==> src/core/pll_clk_pkg.sv <==
package pll_clk_pkg;

   // Register byte addresses on the 32-bit bus.
   localparam logic [3:0] ADDR_CTRL = 4'h0;
   localparam logic [3:0] ADDR_BW = 4'h4;
   localparam logic [3:0] ADDR_MULH = 4'h8;
   localparam logic [3:0] ADDR_MULL = 4'hC;

   // Control register fields.
   localparam int CTL_IE = 7;
   localparam int CTL_FLAG = 6;
   localparam int CTL_ON = 5;
   localparam int CTL_BCS = 4;
   localparam int CTL_PRE = 2;
   localparam int CTL_VPR = 0;

   // Bandwidth register fields.
   localparam int BW_AUTO = 7;
   localparam int BW_LOCK = 6;
   localparam int BW_ACQ = 5;

   // Reset values, and the multiplier put out in place of zero.
   localparam logic ON_RST = 1'b1;
   localparam logic [11:0] MUL_RST = 12'h040;
   localparam logic [11:0] MUL_ONE = 12'h001;

   // Source edges waited on each side of a clock switch.
   localparam logic [1:0] SW_EDGES = 2'h3;

   typedef struct packed {
      logic on;
      logic [1:0] pre;
      logic [1:0] vpr;
      logic [11:0] mul;
      logic auto_bw;
      logic acquisition_mode_bit;
   } pll_cfg_t;

   typedef enum logic [1:0] {
      SW_RUN = 2'b00,
      SW_OLD = 2'b01,
      SW_NEW = 2'b10
   } sw_state_t;

endpackage

==> src/core/pll_clock_select_control.sv <==
// The placing of the registers and the Avalon-MM register port were decided locally.
`timescale 1ns/1ps
module pll_clock_select_control
   import pll_clk_pkg::*;
(
   // Clock, reset and enable.
   input wire logic MCLK_I,
   input wire logic RST_I,
   input wire logic CE_I,
   // Avalon-MM slave.
   input wire logic [3:0] AVS_ADDRESS_I,
   input wire logic AVS_READ_I,
   input wire logic AVS_WRITE_I,
   input wire logic [31:0] AVS_WRITEDATA_I,
   input wire logic [3:0] AVS_BYTEENABLE_I,
   output logic [31:0] AVS_READDATA_O,
   output logic AVS_WAITREQUEST_O,
   // Source and generated clocks.
   input wire logic OSC_CLK_I,
   input wire logic VCO_DIV_CLK_I,
   output logic BASE_CLK_O,
   output logic PLL_REF_CLK_O,
   // Analog loop.
   input wire logic LOCK_RAW_I,
   input wire logic TRACK_RAW_I,
   output pll_cfg_t PLL_CFG_O,
   output logic PLL_INT_O
);

   ////////////////////////////////////////////////////////////////////////
   // Register file and bus slave.

   logic wait_r, wait_nxt;
   logic [31:0] rdata_r, rdata_nxt;
   logic ie_r, ie_nxt;
   logic flag_r, flag_nxt;
   logic on_r, on_nxt;
   logic bcs_r, bcs_nxt;
   logic [1:0] pre_r, pre_nxt;
   logic [1:0] vpr_r, vpr_nxt;
   logic auto_r, auto_nxt;
   logic acq_r, acq_nxt;
   logic [11:0] mul_r, mul_nxt;
   logic irq_r, irq_nxt;
   pll_cfg_t cfg_r, cfg_nxt;
   logic lock_s1_r, lock_s2_r, lock_s3_r;
   logic track_s1_r, track_s2_r;

   logic req, wr_go, rd_go, lock_chg, lock_bit, acq_bit;
   logic [7:0] ctrl_rd, bw_rd, wd;

   assign req = AVS_READ_I | AVS_WRITE_I;
   assign wd = AVS_WRITEDATA_I[7:0];
   // Only the low byte carries register bits.
   assign wr_go = AVS_WRITE_I & ~wait_r & AVS_BYTEENABLE_I[0];
   assign rd_go = AVS_READ_I & ~wait_r & (AVS_ADDRESS_I == ADDR_CTRL);
   assign lock_chg = lock_s2_r ^ lock_s3_r;
   assign lock_bit = auto_r & lock_s2_r;
   // In automatic mode the loop's own state is shown, not the stored bit.
   assign acq_bit = auto_r ? track_s2_r : acq_r;

   always_comb begin
      ctrl_rd = 8'h00;
      ctrl_rd[CTL_IE] = ie_r & auto_r;
      ctrl_rd[CTL_FLAG] = flag_r & auto_r;
      ctrl_rd[CTL_ON] = on_r;
      ctrl_rd[CTL_BCS] = bcs_r;
      ctrl_rd[CTL_PRE+:2] = pre_r;
      ctrl_rd[CTL_VPR+:2] = vpr_r;
      bw_rd = 8'h00;
      bw_rd[BW_AUTO] = auto_r;
      bw_rd[BW_LOCK] = lock_bit;
      bw_rd[BW_ACQ] = acq_bit;
   end

   always_comb begin
      wait_nxt = 1'b1;
      rdata_nxt = rdata_r;
      ie_nxt = ie_r;
      on_nxt = on_r;
      bcs_nxt = bcs_r;
      pre_nxt = pre_r;
      vpr_nxt = vpr_r;
      auto_nxt = auto_r;
      acq_nxt = acq_r;
      mul_nxt = mul_r;
      // The answer is registered on the same edge that waitrequest falls.
      if (req && wait_r) begin
         wait_nxt = 1'b0;
         case (AVS_ADDRESS_I)
            ADDR_CTRL: rdata_nxt = {24'h00_0000, ctrl_rd};
            ADDR_BW: rdata_nxt = {24'h00_0000, bw_rd};
            ADDR_MULH: rdata_nxt = {28'h000_0000, mul_r[11:8]};
            ADDR_MULL: rdata_nxt = {24'h00_0000, mul_r[7:0]};
            default: rdata_nxt = 32'h0000_0000;
         endcase
      end
      if (wr_go) begin
         case (AVS_ADDRESS_I)
            ADDR_CTRL: begin
               if (auto_r) begin
                  ie_nxt = wd[CTL_IE];
               end
               // Turning off is refused while the base select bit picks the VCO.
               if (wd[CTL_ON] || !bcs_r) begin
                  on_nxt = wd[CTL_ON];
               end
               // Both checks use the old bits, so one write can turn the PLL off
               // and select the VCO together.
               if (!wd[CTL_BCS] || on_r) begin
                  bcs_nxt = wd[CTL_BCS];
               end
               if (!on_r) begin
                  pre_nxt = wd[CTL_PRE+:2];
                  vpr_nxt = wd[CTL_VPR+:2];
               end
            end
            ADDR_BW: begin
               auto_nxt = wd[BW_AUTO];
               // Writes in automatic mode leave the manual value alone.
               if (!auto_r) begin
                  acq_nxt = wd[BW_ACQ];
               end
            end
            ADDR_MULH: begin
               if (!on_r) begin
                  mul_nxt = {wd[3:0], mul_r[7:0]};
               end
            end
            ADDR_MULL: begin
               if (!on_r) begin
                  mul_nxt = {mul_r[11:8], wd};
               end
            end
            default: begin
               mul_nxt = mul_r;
            end
         endcase
      end
   end

   // A lock change in the clearing cycle wins over the read.
   always_comb begin
      // Clearing automatic mode drops the flag on the same edge, so a
      // stale flag can never be seen in manual mode.
      if (!auto_nxt) begin
         flag_nxt = 1'b0;
      end else if (lock_chg) begin
         flag_nxt = 1'b1;
      end else if (rd_go) begin
         flag_nxt = 1'b0;
      end else begin
         flag_nxt = flag_r;
      end
      irq_nxt = flag_r & ie_r & auto_r;
      cfg_nxt.on = on_nxt;
      cfg_nxt.pre = pre_nxt;
      cfg_nxt.vpr = vpr_nxt;
      cfg_nxt.mul = (mul_nxt == 12'h000) ? MUL_ONE : mul_nxt;
      cfg_nxt.auto_bw = auto_nxt;
      cfg_nxt.acquisition_mode_bit = acq_nxt;
   end

   always_ff @(posedge MCLK_I) begin
      if (RST_I) begin
         wait_r <= 1'b1;
         rdata_r <= 32'h0000_0000;
         ie_r <= 1'b0;
         flag_r <= 1'b0;
         on_r <= ON_RST;
         bcs_r <= 1'b0;
         pre_r <= 2'h0;
         vpr_r <= 2'h0;
         auto_r <= 1'b0;
         acq_r <= 1'b0;
         mul_r <= MUL_RST;
         irq_r <= 1'b0;
         cfg_r <= '{ON_RST, 2'h0, 2'h0, MUL_RST, 1'b0, 1'b0};
         lock_s1_r <= 1'b0;
         lock_s2_r <= 1'b0;
         lock_s3_r <= 1'b0;
         track_s1_r <= 1'b0;
         track_s2_r <= 1'b0;
      end else if (CE_I) begin
         wait_r <= wait_nxt;
         rdata_r <= rdata_nxt;
         ie_r <= ie_nxt;
         flag_r <= flag_nxt;
         on_r <= on_nxt;
         bcs_r <= bcs_nxt;
         pre_r <= pre_nxt;
         vpr_r <= vpr_nxt;
         auto_r <= auto_nxt;
         acq_r <= acq_nxt;
         mul_r <= mul_nxt;
         irq_r <= irq_nxt;
         cfg_r <= cfg_nxt;
         // The analog lock and mode levels are asynchronous.
         lock_s1_r <= LOCK_RAW_I;
         lock_s2_r <= lock_s1_r;
         lock_s3_r <= lock_s2_r;
         track_s1_r <= TRACK_RAW_I;
         track_s2_r <= track_s1_r;
      end
   end

   assign AVS_WAITREQUEST_O = wait_r;
   assign AVS_READDATA_O = rdata_r;
   assign PLL_INT_O = irq_r;
   assign PLL_CFG_O = cfg_r;

   ////////////////////////////////////////////////////////////////////////
   // Base clock selector.
   // Both sources are sampled by the bus clock, so each must run below
   // half of it; this keeps the whole block in one clock domain.

   sw_state_t sw_r, sw_nxt;
   logic sel_r, sel_nxt;
   logic [1:0] cnt_r, cnt_nxt;
   logic base_r, base_nxt;
   logic ref_r;
   logic osc_q_r, vco_q_r;
   logic osc_rise, vco_rise, cur_rise, alt_rise;

   assign osc_rise = OSC_CLK_I & ~osc_q_r;
   assign vco_rise = VCO_DIV_CLK_I & ~vco_q_r;
   assign cur_rise = sel_r ? vco_rise : osc_rise;
   assign alt_rise = sel_r ? osc_rise : vco_rise;

   always_comb begin
      sw_nxt = sw_r;
      sel_nxt = sel_r;
      cnt_nxt = cnt_r;
      base_nxt = base_r;
      case (sw_r)
         SW_RUN: begin
            if (bcs_r != sel_r) begin
               sw_nxt = SW_OLD;
               cnt_nxt = 2'h0;
            end else if (cur_rise) begin
               // One toggle per source rise halves it at even duty.
               base_nxt = ~base_r;
            end
         end
         SW_OLD: begin
            if (cur_rise) begin
               cnt_nxt = 2'(cnt_r + 2'h1);
               if (cnt_r == SW_EDGES - 2'h1) begin
                  sw_nxt = SW_NEW;
                  sel_nxt = ~sel_r;
                  cnt_nxt = 2'h0;
               end
            end
         end
         SW_NEW: begin
            if (cur_rise) begin
               cnt_nxt = 2'(cnt_r + 2'h1);
               if (cnt_r == SW_EDGES - 2'h1) begin
                  sw_nxt = SW_RUN;
                  cnt_nxt = 2'h0;
               end
            end
         end
         default: begin
            sw_nxt = SW_RUN;
            cnt_nxt = 2'h0;
         end
      endcase
   end

   always_ff @(posedge MCLK_I) begin
      if (RST_I) begin
         sw_r <= SW_RUN;
         sel_r <= 1'b0;
         cnt_r <= 2'h0;
         base_r <= 1'b0;
         ref_r <= 1'b0;
         osc_q_r <= 1'b0;
         vco_q_r <= 1'b0;
      end else if (CE_I) begin
         sw_r <= sw_nxt;
         sel_r <= sel_nxt;
         cnt_r <= cnt_nxt;
         base_r <= base_nxt;
         ref_r <= OSC_CLK_I;
         osc_q_r <= OSC_CLK_I;
         vco_q_r <= VCO_DIV_CLK_I;
      end
   end

   assign BASE_CLK_O = base_r;
   assign PLL_REF_CLK_O = ref_r;
endmodule

==> config.mk <==
export PLATFORM = sky130hd
export DESIGN_NAME = pll_clock_select_control
export DESIGN_NICKNAME = d
export VERILOG_FILES = /design/src/core/pll_clk_pkg.sv /design/src/core/pll_clock_select_control.sv
export SDC_FILE = /design/constraint.sdc
export NUM_CORES = 1
export LEC_CHECK = 0
export BUFFER_PORTS_ARGS = -buffer_cell sky130_fd_sc_hd__buf_2
export CORE_MARGIN = 3
export CORE_UTILIZATION = 40
export DETAILED_ROUTE_END_ITERATION = 12
export GPL_TIMING_DRIVEN = 0
export PLACE_DENSITY_LB_ADDON = 0.05
export SYNTH_ARGS = -nofsm -noshare
export SYNTH_HDL_FRONTEND = slang
export SYNTH_SLANG_ARGS = --single-unit
==> constraint.sdc <==
create_clock -name MCLK_I -period 2.4 [get_ports MCLK_I]
set_clock_uncertainty 0.05 [all_clocks]
set_input_delay 0.12 -clock MCLK_I [delete_from_list [all_inputs] [get_ports MCLK_I]]
set_output_delay 0.12 -clock MCLK_I [all_outputs]
set_load 0.005 [all_outputs]
==> impl_results.md <==
- Outcome: finished clean
- Mapped Area: 2880 sq um
- Overflow after GRT: 0
- Worst-path clk slew: 0.07 ns
- Area Growth Syn to Fin: 24.9%
- H-Tree Depth: 3
- Fmax achieved: 490 MHz
- Final setup viols: 0
- Worst-Skew Late Latency: 0.34 ns
- Number of synthesized flops with an enable pin: 0
- GRT met1 Usage: 0.235
- Seq cells post-synth: 57
- Met2 GRT Util: 0.302
- Ys Warns: 0
- Hold Fails Final Rpt: 0
- Via density: 4.94
- Vias: 2475
- Setup CP Type: reg2reg
- Worst vdd ir: 0.272 mV
- CTS Sinks: 57
- Post-CTS setup buffers: 0
- Number of iterations in the first detailed-routing pass: 4
- Gr busiest metal: met2
- Leak pwr: 1.61 nW
- Initial antenna violation count: 0
- Most common cell after layout, fill and taps aside: dfxtp_1
- CORE AREA: 6910 sq um
- Top Family by Delay on Critical Path: simple AND/OR/NAND/NOR gates
- Seq/Total Area, Yosys: 0.396
- Commonest cells after routing, fill and taps aside: dfxtp_1 (57), buf_2 (51), nor2_1 (48), mux2i_1 (44), buf_4 (27)
- Buf+Inv Stages, Crit Path: 0
- Initial Util: 0.418
- Tcrit/Tclk final: 0.850
- Final core occ: 0.521
- CP Data Arrival Time: 2.22 ns
- Drt total wl: 7.37 mm
- Max-cap violations: 0
- Initial DRC Count: 73
- CP endpoint kind: register
- Non-Filler Instances: 501
- CTS root buf: clkbuf_8
- DRC: 0
- Unique masters post-synth: 49
- Die area: 8260 sq um
- Number of CTS-inserted buffers: 9
- Final HPWL DP: 5.47 mm
- Pwr/cell area: 580 nW/um^2
- CP max FO: 9
- Ys flop type: dfxtp_1
- GPL Wtd Cong: 0.827
- N_diodes: 0
- Antenna-violating nets left: 0
- Vert. Die Dim: 90.9 um
- Fillcell total: 731
- Worst Path Required: 2.58 ns
- Clock tree buffer depth: 2
- Worst min path class: in2reg
- Layout cell share with drive strength beyond 1: 0.249
- Asr flop ratio synth: 0
- Max stage delay cell, worst path: or4b_4
- Placed cell count: 480
- Ports: 104
- Crit path launch type: register
- CTS tree: built
- CTS Hold Buffers Added: 5
- Syn avg cell area: 9.30 sq um
- Final worst-path setup slack: 0.361 ns
- Largest stage delay, worst path: 0.62 ns
- Synth Instances: 310
- GRT Util Overall: 0.184
- Pins over their slew limit: 0
- Slew @ Worst Pin: 0.714 ns
- Setup TNS: 0 ns
- Number of gates resized after cts: 0
- Relative slew slack: 0.524
- Setup WS pre-CTS: 0.271 ns
- Drt wl/cell: 14.7 um
- Met3 usage: 0.0375
- First-pass GRT wire length: 12.0 mm
- Chip Width: 90.9 um
- RSZ-0062 raised after global routing: false
- Largest net degree at the start of global routing: 12
- # rows: 30
- Worst-path cell chain: or4b_4, nor3_4, nor2b_1, a211o_1
- Minimum clock period: 2.04 ns
- Vias in the first global route: 2385
- Count of input and output buffers: 51
- Final nets: 452
[tightest hold or removal path, cell delays in order]
cell and delay, ns:
buf_2 0.13, inv_1 0.05, a211oi_1 0.05
[state kept, by name (all words and copies together) (netlist names)]
name	cells
AVS_READDATA_O	8
AVS_WAITREQUEST_O	1
BASE_CLK_O	1
PLL_CFG_O	19
PLL_INT_O	1
bcs_r	1
cnt_r	2
flag_r	1
ie_r	1
lock_s1_r	1
lock_s2_r	1
lock_s3_r	1
mul_r	12
osc_q_r	1
sel_r	1
sw_r	2
track_s1_r	1
track_s2_r	1
vco_q_r	1
[through the flow]
| step | power (mW) | area [sq um] | hold WS [ns] |
|---|---|---|---|
| after floorplan | 1.11 | 2970 | 0.188 |
| after global routing | 2.19 | 3600 | 0.0120 |
| after global placement | 1.18 | 3350 | 0.308 |
| after detailed placement | 1.19 | 3350 | 0.320 |
| final | 2.09 | 3600 | 0.0177 |
| after CTS | 2.11 | 3600 | 0.00645 |
[worst paths after layout]
check | startpoint | to | slack [ns] | cells after the start
hold reg to reg | PLL_CFG_O[5] | PLL_CFG_O[5] | 0.43 | 2
setup / recovery | PLL_CFG_O[18] | mul_r[6] | 0.36 | 4
setup reg to reg | PLL_CFG_O[18] | mul_r[6] | 0.36 | 4
hold / removal | AVS_WRITEDATA_I[4] | bcs_r | 0.02 | 3
[Yosys cell counts (all sizes together) (3+ instances only)]
library cell	n	area (sq um)
clkbuf	13	48.8
nor2b	3	18.8
nor2	48	180
xor2	3	26.3
nand2	4	15.0
o21ai	6	30.0
mux2i	44	440
dfxtp	57	1140
o2bb2ai	6	52.6
ha	3	37.5
a211oi	11	82.6
nor3	3	37.5
nand4	4	25.0
nand2b	10	62.6
inv	5	18.8
nor4	5	31.3
nor3b	3	22.5
a21oi	8	40.0
buf	31	218
a22oi	8	60.1
or4	5	37.5
[where the power goes]
group,switching [mW],internal (mW)
Clock,0.409,0.509
Combinational,0.112,0.0862
Sequential,0.0107,0.964
[final cells by class]
type	count	area, sq um	area share
inverter	5	18.8	0.00521
tap	96	120	0.0334
timing repair buffer	56	305	0.0848
clock inverter	6	67.6	0.0188
buffer	44	267	0.0740
multi-input combinational	227	1540	0.429
sequential	57	1140	0.317
clock buffer	10	138	0.0382
[logic make-up after synthesis]
kind of cell | Yosys count | synth area share
fa+ha+maj | 3 | 0.0130
compound gates | 52 | 0.133
simple gates | 99 | 0.190
mux | 45 | 0.157
xor+xnor | 4 | 0.0121
flops | 57 | 0.396
other cells | 1 | 0.00130
buf+inv | 49 | 0.0989
[per-layer routing]
| layer | up-vias | wire length [um] | part of all wire |
|---|---|---|---|
| li1 | 1245 | - | - |
| met1 | 1162 | 3550 | 0.48 |
| met2 | 55 | 3410 | 0.46 |
| met3 | 13 | 271 | 0.037 |
| met4 | 0 | 142 | 0.019 |
| met5 | - | 0 | 0 |
No activity file was read; power rests on OpenSTA's default activity.
